<file path="config.mk">
export PLATFORM = sky130hd
export DESIGN_NAME = cpg_top
export DESIGN_NICKNAME = d
export VERILOG_FILES = /design/src/hdl/cpg_pkg.sv /design/src/hdl/cpg_sync_if.sv /design/src/hdl/cpg_sync.sv /design/src/hdl/cpg_top.sv
export VERILOG_INCLUDE_DIRS = /design/src /design/src/hdl
export SDC_FILE = /design/constraint.sdc
export NUM_CORES = 1
export LEC_CHECK = 0
export ABC_CLOCK_PERIOD_IN_PS = 4300
export BUFFER_PORTS_ARGS = -buffer_cell sky130_fd_sc_hd__buf_2
export CAP_MARGIN = 20
export CELL_PAD_IN_SITES_DETAIL_PLACEMENT = 1
export CELL_PAD_IN_SITES_GLOBAL_PLACEMENT = 1
export CORE_UTILIZATION = 46
export CTS_CLUSTER_SIZE = 28
export DETAILED_ROUTE_END_ITERATION = 7
export MAX_ROUTING_LAYER = met4
export PLACE_DENSITY_LB_ADDON = 0.1
export SLEW_MARGIN = 20
export SYNTH_ARGS = -nofsm -noshare
export SYNTH_HDL_FRONTEND = slang
export SYNTH_SLANG_ARGS = --single-unit
</file>
<file path="constraint.sdc">
create_clock -name clk_i -period 4.3 [get_ports clk_i]
set_clock_uncertainty 0.15 [all_clocks]
set_input_delay 0.645 -clock clk_i [delete_from_list [all_inputs] [get_ports clk_i]]
set_output_delay 0.645 -clock clk_i [all_outputs]
set_load 0.02 [all_outputs]
</file>
<file path="src/hdl/cpg_consts.svh">
/*
 * Constants of the clock output power gating block: group count,
 * shutdown scheme codes and synchroniser depth.
 * Assumes inclusion by bare name from design files.
 */
`ifndef CPG_CONSTS_SVH
`define CPG_CONSTS_SVH

// =====================================================================
// Output groups and shutdown schemes
// =====================================================================
`define CPG_NUM_GROUPS   3
`define CPG_SCHEME_W     2
`define CPG_SCHEME_NONE  2'h0
`define CPG_SCHEME_C     2'h1
`define CPG_SCHEME_BC    2'h2
`define CPG_SCHEME_ALL   2'h3

// =====================================================================
// Synchroniser
// =====================================================================
`define CPG_SYNC_STAGES  2

`endif

</file>
<file path="src/hdl/cpg_pkg.sv">
/*
 * Types of the clock output power gating block.
 * Assumes cpg_consts.svh is available on the include path.
 */
`include "cpg_consts.svh"

package cpg_pkg;

    // Speed selection states, one-hot
    typedef enum logic [1:0] {
        CPG_SPD_NOM  = 2'b01,
        CPG_SPD_HALF = 2'b10
    } cpg_speed_e;

    typedef logic [`CPG_SCHEME_W-1:0] cpg_scheme_t;

endpackage : cpg_pkg

</file>
<file path="src/hdl/cpg_sync_if.sv">
/*
 * Interface carrying a raw level into the synchroniser and the
 * synchronised level back out.
 * Assumes both ends share clk_i.
 */
`timescale 1ns/1ps

interface cpg_sync_if;
    logic raw;
    logic synced;
    modport owner (output raw, input synced);
    modport sync  (input raw, output synced);
endinterface : cpg_sync_if

</file>
<file path="src/hdl/cpg_sync.sv">
/*
 * Two-flop level synchroniser with clock enable.
 * Assumes the raw level is asynchronous to clk_i.
 */
`timescale 1ns/1ps
`include "cpg_consts.svh"

module cpg_sync (
    // Clock, reset and enable
    input  wire logic clk_i,
    input  wire logic nrst_i,
    input  wire logic en_i,
    // Level path
    cpg_sync_if.sync  s
);
    logic [`CPG_SYNC_STAGES-1:0] stg_q;

    // =================================================================
    // Sync chain
    // =================================================================
    // First stage is read only by the second
    always_ff @(posedge clk_i or negedge nrst_i) begin
        if (!nrst_i) begin
            stg_q <= '0;
        end else if (en_i) begin
            stg_q <= {stg_q[`CPG_SYNC_STAGES-2:0], s.raw};
        end
    end

    assign s.synced = stg_q[`CPG_SYNC_STAGES-1];
endmodule : cpg_sync

</file>
<file path="src/hdl/cpg_top.sv">
/*
 * Output power gating of a PLL clock driver: per-group glitch-free
 * shutdown and seamless halving of all output frequencies.
 * Assumes clk_i runs at twice the nominal VCO clock; the pins are asynchronous.
 */
`timescale 1ns/1ps
`include "cpg_consts.svh"

module cpg_top #(
    parameter int NUM_GROUPS = `CPG_NUM_GROUPS
) (
    // Clock, reset and enable
    input  wire logic                    clk_i,
    input  wire logic                    nrst_i,
    input  wire logic                    en_i,
    // Power control pins
    input  wire logic [`CPG_SCHEME_W-1:0] output_group_off_i,
    input  wire logic                    half_speed_request_i,
    // Clock outputs
    output logic [NUM_GROUPS-1:0]        clk_out_o,
    output logic                         half_speed_o
);
    // =================================================================
    // Internal VCO clocks
    // =================================================================
    logic              div_q;    // Half-speed VCO clock
    logic              nom_q;    // Nominal-speed VCO clock (clk/2)
    logic [1:0]        phase_q;
    cpg_pkg::cpg_speed_e spd_q;
    logic              src_clk;
    logic              both_low;

    // Nominal is clk/2, half is clk/4, both from one counter
    always_ff @(posedge clk_i or negedge nrst_i) begin
        if (!nrst_i) begin
            phase_q <= 2'h0;
        end else if (en_i) begin
            phase_q <= phase_q + 2'h1;
        end
    end
    assign nom_q    = phase_q[0];
    assign div_q    = phase_q[1];   // Edge-aligned divide by two
    // Both VCO clocks low in the next state
    assign both_low = (phase_q == 2'h3);

    // =================================================================
    // Pin synchronisers
    // =================================================================
    cpg_sync_if sd_if[`CPG_SCHEME_W] ();
    cpg_sync_if hs_if ();
    logic [`CPG_SCHEME_W-1:0] scheme_s;
    logic hs_s;

    for (genvar g = 0; g < `CPG_SCHEME_W; g++) begin : g_sd
        assign sd_if[g].raw = output_group_off_i[g];
        assign scheme_s[g]  = sd_if[g].synced;
        cpg_sync u_sync (
            .clk_i  (clk_i),
            .nrst_i (nrst_i),
            .en_i   (en_i),
            .s      (sd_if[g])
        );
    end

    // Half-speed request synchronised only on half-speed clock rising edges
    assign hs_if.raw = half_speed_request_i;
    assign hs_s      = hs_if.synced;
    cpg_sync u_hs_sync (
        .clk_i  (clk_i),
        .nrst_i (nrst_i),
        .en_i   (en_i && (phase_q == 2'h1)), // Rise of slow clock
        .s      (hs_if)
    );

    // =================================================================
    // Speed selection
    // =================================================================
    // Switch only when both VCO clocks are about to be low
    always_ff @(posedge clk_i or negedge nrst_i) begin
        if (!nrst_i) begin
            spd_q <= cpg_pkg::CPG_SPD_NOM;
        end else if (en_i && both_low) begin
            case (spd_q)
                cpg_pkg::CPG_SPD_NOM: begin
                    if (hs_s) begin
                        spd_q <= cpg_pkg::CPG_SPD_HALF;
                    end
                end
                cpg_pkg::CPG_SPD_HALF: begin
                    if (!hs_s) begin
                        spd_q <= cpg_pkg::CPG_SPD_NOM;
                    end
                end
                default: begin
                    spd_q <= cpg_pkg::CPG_SPD_NOM;
                end
            endcase
        end
    end

    // Source next value: the selected clock at next phase
    logic [1:0] phase_n;
    assign phase_n = phase_q + 2'h1;
    // Low pulse stretches / shrinks with source change
    assign src_clk = (spd_q == cpg_pkg::CPG_SPD_HALF) ? phase_n[1]
                                                       : phase_n[0];

    // =================================================================
    // Group enables
    // =================================================================
    logic [NUM_GROUPS-1:0] grp_on;
    always_comb begin
        grp_on = '1;
        case (scheme_s)
            `CPG_SCHEME_NONE: grp_on = '1;
            `CPG_SCHEME_C:    grp_on = {{(NUM_GROUPS-1){1'b1}}, 1'b0};
            `CPG_SCHEME_BC:   grp_on = {1'b1, {(NUM_GROUPS-1){1'b0}}};
            `CPG_SCHEME_ALL:  grp_on = '0;
            default:          grp_on = '1;
        endcase
    end

    // Enables change only while the source clock is low
    logic [NUM_GROUPS-1:0] gate_q;
    always_ff @(posedge clk_i or negedge nrst_i) begin
        if (!nrst_i) begin
            gate_q <= '0;
        end else if (en_i && !src_clk && both_low) begin
            gate_q <= grp_on;
        end
    end

    // =================================================================
    // Outputs
    // =================================================================
    always_ff @(posedge clk_i or negedge nrst_i) begin
        if (!nrst_i) begin
            clk_out_o <= '0;
        end else if (en_i) begin
            // Gated groups held low, running ones share one source
            for (int i = 0; i < NUM_GROUPS; i++) begin
                clk_out_o[i] <= src_clk & gate_q[i];
            end
        end
    end

    always_ff @(posedge clk_i or negedge nrst_i) begin
        if (!nrst_i) begin
            half_speed_o <= 1'b0;
        end else if (en_i) begin
            half_speed_o <= (spd_q == cpg_pkg::CPG_SPD_HALF);
        end
    end

    // =================================================================
    // Checks
    // =================================================================
    a_spd_switch_low: assert property (
        @(posedge clk_i) disable iff (!nrst_i)
        (en_i && $changed(spd_q)) |-> (phase_q == 2'h0))
        else $error("Speed switched while a VCO clock was high");

    a_off_held_low: assert property (
        @(posedge clk_i) disable iff (!nrst_i)
        (!gate_q[0]) |=> !clk_out_o[0])
        else $error("Shut-down output not held low");

    a_gate_change_low: assert property (
        @(posedge clk_i) disable iff (!nrst_i)
        $changed(gate_q) |-> (phase_q == 2'h0) && (clk_out_o == '0))
        else $error("Gate changed outside the common low time");

    a_all_off_scheme: assert property (
        @(posedge clk_i) disable iff (!nrst_i)
        (en_i && scheme_s == `CPG_SCHEME_ALL) [*8] |=> clk_out_o == '0)
        else $error("All-off scheme left an output running");

    a_half_follows: assert property (
        @(posedge clk_i) disable iff (!nrst_i)
        (en_i && hs_s && both_low) |=> (spd_q == cpg_pkg::CPG_SPD_HALF))
        else $error("Half speed not taken at switch point");

    a_nom_follows: assert property (
        @(posedge clk_i) disable iff (!nrst_i)
        (en_i && !hs_s && both_low) |=> (spd_q == cpg_pkg::CPG_SPD_NOM))
        else $error("Nominal speed not restored at switch point");

    a_in_phase: assert property (
        @(posedge clk_i) disable iff (!nrst_i)
        (gate_q[0] && gate_q[NUM_GROUPS-1]) |=>
            (clk_out_o[0] == clk_out_o[NUM_GROUPS-1]))
        else $error("Enabled outputs out of phase");

    // Every falling nominal edge is also an edge of the slow clock
    a_div_by_two: assert property (
        @(posedge clk_i) disable iff (!nrst_i)
        $fell(nom_q) |-> $changed(div_q))
        else $error("Half-speed clock not aligned to nominal");

    // Request may only move on a rising edge of the slow clock
    a_hs_sync_slow: assert property (
        @(posedge clk_i) disable iff (!nrst_i)
        $changed(hs_s) |-> (phase_q == 2'h2))
        else $error("Half-speed request taken off the slow clock rise");

    // Running output follows the clock chosen one edge before
    a_rate_follows: assert property (
        @(posedge clk_i) disable iff (!nrst_i)
        ($past(en_i) && $past(gate_q[NUM_GROUPS-1])) |->
            (clk_out_o[NUM_GROUPS-1] ==
             (($past(spd_q) == cpg_pkg::CPG_SPD_HALF) ? phase_q[1]
                                                       : phase_q[0])))
        else $error("Output rate does not follow selected speed");
endmodule : cpg_top

</file>
-- Word level (Yosys, flattened, before mapping)
Cells that the tools add are included.
- add/sub/neg operators: 1
- bitwise logic cells: 3
- reduce and logical (&&, ||, !) cells: 7
- equality and inequality tests: 9
- muxes and demuxes: 5
- operators by type and width (operator ; number):
    $pmux 3 s4 ; 1
    $eq 2x2->1 const B ; 4
    $eq 2x1->1 const B ; 3
    $logic_and 1x1->1 ; 4
    $mux 2 ; 2
    $pmux 2 s2 ; 1
    $and 1x1->1 ; 3
    $reduce_and 3->1 ; 1
    $add 2x1->2 const B ; 1
    $logic_not 2->1 ; 1
    $ne 2x1->1 const B ; 1
    $ne 2x2->1 const B ; 1
    $logic_not 1->1 ; 1
    $mux 1 ; 1
- register bits after elaboration: 17
- logic and storage cells: 33
- input port bits: 6
- output and inout port bits: 4

-- Depth between registers and ports, before layout
- depth in word-level cells: 5
- gate-level depth with buffers: 5

-- Cells and area by module
A second synthesis with hierarchy kept.
- cells, all modules: 63
- area, all modules: 812.0 µm²
- modules (own cells, without submodules) (module ; instances ; area each (µm²) ; cells an instance ; sequential area each (µm²)):
    cpg_top ; 1 ; 594.3 ; 51 ; 276.5
    cpg_sync ; 3 ; 72.6 ; 4 ; 50.0

-- Least setup slack after synthesis
No wires, ideal clock.
- kind: reg-to-reg
- from: register phase_q[0]
- to: register clk_out_o[2]
- setup slack: 2.755 ns
- data arrival time: 1.275 ns
- period minus slack after synthesis: 1.545 ns
- path buffers: 0
- stages on the path, launching flop included: 5
- required time: 4.030 ns
- library setup time: 0.120 ns
- cells stage by stage: dfrtp_1 -> ha_1 -> nand3b_1 -> a21boi_2 -> a31o_2
- word-level cells in the longest chain between the ends: 3
- ends and longest elaborated chain (item ; line ; RTL):
    start, declared ; cpg_top.sv:28 ; logic [1:0] phase_q;
    start signal, assigned ; cpg_top.sv:38 ; phase_q <= phase_q + 2'h1;
    $add 2x1->2 ; cpg_top.sv:103 ; assign phase_n = phase_q + 2'h1;
    $mux 1 ; cpg_top.sv:105 ; assign src_clk = (spd_q == cpg_pkg::CPG_SPD_HALF) ? phase_n[1]
    $and 1x1->1 ; cpg_top.sv:142 ; clk_out_o[i] <= src_clk & gate_q[i];
    end signal, assigned by index ; cpg_top.sv:142 ;
    end, declared ; cpg_top.sv:20 ; output logic [NUM_GROUPS-1:0] clk_out_o,
No other way between the ends.
A chain may end at the register's enable or synchronous reset.

-- Worst setup path in the final report
Ends and elaborated chain as after synthesis.

==> flow_metrics.env <==
export IMPL_status="finished clean"
export IMPL_tightest_slew_ns=0.387
export IMPL_clkLatencyLatePin_ns=0.29
export IMPL_end_kind="register"
export IMPL_cts_tree="built"
export IMPL_final_common_cell="dfrtp_1"
export IMPL_die_h_um=43.0
export IMPL_synth_distinct_cells=28
export IMPL_grt_remaining_overflow=0
export IMPL_comb_power_share=0.359
export IMPL_fin_setup_tns_ns=0
export IMPL_syn_inst=63
export IMPL_clk_path_buf_depth=2
export IMPL_layout_common_cells="16 x dfrtp_1, 9 x buf_2, 7 x mux2_2, 5 x nand2_1"
export IMPL_antenna_found_initial=0
export IMPL_yosysSeqAreaShare=0.551
export IMPL_final_core_util=0.559
export IMPL_root_buffer="clkbuf_4"
export IMPL_die_width_um=43.0
export IMPL_die_area_um2=1850
export IMPL_final_layout_size_suffix_gt1_frac=0.347
export IMPL_final_nets=84
export IMPL_clkTransAtPathRegs_ns=0.10
export IMPL_coreArea_um2=1540
export IMPL_wl_per_cell_um=14.2
export IMPL_min_period_ns=1.72
export IMPL_cts_setup_buffers=0
export IMPL_cp_slowest_cell="dfrtp_1"
export IMPL_p_clk_frac=0.156
export IMPL_track_usage=0.178
export IMPL_p_leak_nw=0.402
export IMPL_startpoint="phase_q[0]"
export IMPL_grt_pass1_vias=550
export IMPL_syn_to_final_growth_pct=11.3
export IMPL_ys_warn_count=0
export IMPL_cts_resized=0
export IMPL_vias=520
export IMPL_cp_required_ns=4.34
export IMPL_hold_viol_final=0
export IMPL_drt_iter0_drc=2
export IMPL_diodes=0
export IMPL_seqPwrFrac=0.484
export IMPL_postRouteAntennaNets=0
export IMPL_cp_arrival_ns=1.76
export IMPL_initial_utilization=0.502
export IMPL_fillers=179
export IMPL_p_int_w=0.000349
export IMPL_drt_total_wl_um=1300
export IMPL_io_pin_count=10
export IMPL_htree_levels=1
export IMPL_max_vdd_ir_drop_uv=297
export IMPL_clock_sinks=17
export IMPL_drc=0
export IMPL_worst_path_max_fanout=6
export IMPL_powerDensity_nw_per_um2=644
export IMPL_rsz0062_at_grt="false"
export IMPL_firstDrtPassIters=2
export IMPL_crit_chain="ha_1 -> nand3b_1 -> a21boi_2 -> a31o_2"
export IMPL_gp_congestion=0.708
export IMPL_dp_hpwl_um=960
export IMPL_avgSynthCellArea_um2=12.3
export IMPL_synth_seq_cells=17
export IMPL_cts_hold_buf=0
export IMPL_numCtsBuffers=3
export IMPL_critical_path_class="register to register"
export IMPL_multiInputGateArea_um2=328
export IMPL_grt_pass1_wl_um=2280
export IMPL_drv_slew=0
export IMPL_grt_max_degree=18
export IMPL_r2r_start="phase_q[0]"
export IMPL_netlist_area_um2=774
export IMPL_period_share=0.399
export IMPL_cap_viol_max_count=0
export IMPL_p_switching_w=0.000207
export IMPL_slew_headroom=0.742
export IMPL_hold_class="primary input to async pin"
export IMPL_setup_violations_final=0
export IMPL_slowest_delay_ns=0.48
export IMPL_fmax_ghz=0.583
export IMPL_swShare=0.372
export IMPL_seqCellArea_um2=427
export IMPL_io_buffers=9
export IMPL_startpoint_type="register"
export IMPL_viasPerCell=5.71
export IMPL_synth_nets=71
export IMPL_rows=14
[kinds of logic (layout without fill, tap and decap cells)]
kind of cell / count (synthesis) / in the layout / synth area share
xor+xnor: 1 / 1 / 0.0113
mux: 9 / 9 / 0.128
flops: 17 / 17 / 0.551
simple gates: 17 / 17 / 0.124
fa+ha+maj: 2 / 2 / 0.0323
buf+inv: 5 / 17 / 0.0258
compound gates: 12 / 12 / 0.128
[Yosys cell counts]
library cell	number	share of area
buf_2	1	0.0065
xor2_1	1	0.011
nor4bb_1	1	0.013
inv_1	4	0.019
o211ai_1	2	0.019
nor2b_1	4	0.032
a221oi_1	1	0.011
or3_1	1	0.0081
nand3b_1	1	0.0097
ha_1	2	0.032
o21ai_0	1	0.0065
o311ai_2	1	0.021
o31ai_1	1	0.0097
a31o_2	1	0.011
or2_2	1	0.0081
nor2_1	1	0.0048
nand2b_1	1	0.0081
o21a_1	1	0.0097
and2_1	1	0.0081
o311ai_1	1	0.011
dfrtp_1	16	0.52
mux2i_1	2	0.026
a21oi_1	2	0.013
mux2_2	7	0.10
a21boi_2	1	0.015
nand2_1	5	0.024
dfstp_2	1	0.034
nand2_2	1	0.0081
[per-stage QoR]
step | instance area, um2 | std cells | setup slack (ns) | hold slack [ns] | total power [W]
floorplan | 774 | 63 | 2.75 | 0.199 | 0.000415
global placement | 835 | 87 | 2.48 | 0.332 | 0.000467
detailed placement | 835 | 87 | 2.45 | 0.341 | 0.000474
CTS | 862 | 91 | 2.59 | 0.105 | 0.000564
global route | 862 | 91 | 2.51 | 0.133 | 0.000597
finish | 862 | 91 | 2.58 | 0.104 | 0.000556
[state kept, by name, summed over array words and instances (netlist names)]
signal and flops:
clk_out_o 3, g_sd.u_sync.stg_q 4, gate_q 3, half_speed_o 1, phase_q 2, spd_q 2, u_hs_sync.stg_q 2
[critical path: cells and delay by family, from the launching register on]
kind	cells	cell delay (ns)
AOI/OAI and AO/OA	2	0.48
adders and majority gates	1	0.37
DFF	1	0.48
and+or+nand+nor	1	0.14
[area by class of cell]
class                   instances  area share
clock buffers                   3      0.0261
multi-input cells              41       0.380
inverters                       4      0.0174
well taps                      16      0.0232
repair buffers                  9      0.0522
clock inverters                 1     0.00581
flip-flops and latches         17       0.495
[power groups by stage]
stage          clock [W]  combinational (W)  sequential [W]
6_report       0.0000869           0.000200        0.000269
5_1_grt        0.0000938           0.000226        0.000277
4_1_cts        0.0000917           0.000203        0.000269
3_5_place_dp           0           0.000202        0.000272
3_3_place_gp           0           0.000198        0.000270
2_1_floorplan          0           0.000136        0.000279
[final timing paths]
check	cells after the start	slack, ns	to
min in group clk_i	1	0.36	half_speed_o
min reg2reg	1	0.36	half_speed_o
max in group asynchronous	1	3.58	spd_q[0]
max reg2reg	4	2.58	clk_out_o[2]
max	4	2.58	clk_out_o[2]
min	1	0.10	spd_q[1]
[metal layers]
metal  track usage  part of all wire
met1         0.218              0.50
met2         0.267              0.45
met3        0.0255             0.029
met4         0.127             0.020
met5             -                 0
Power figures use the tool's default switching activity.
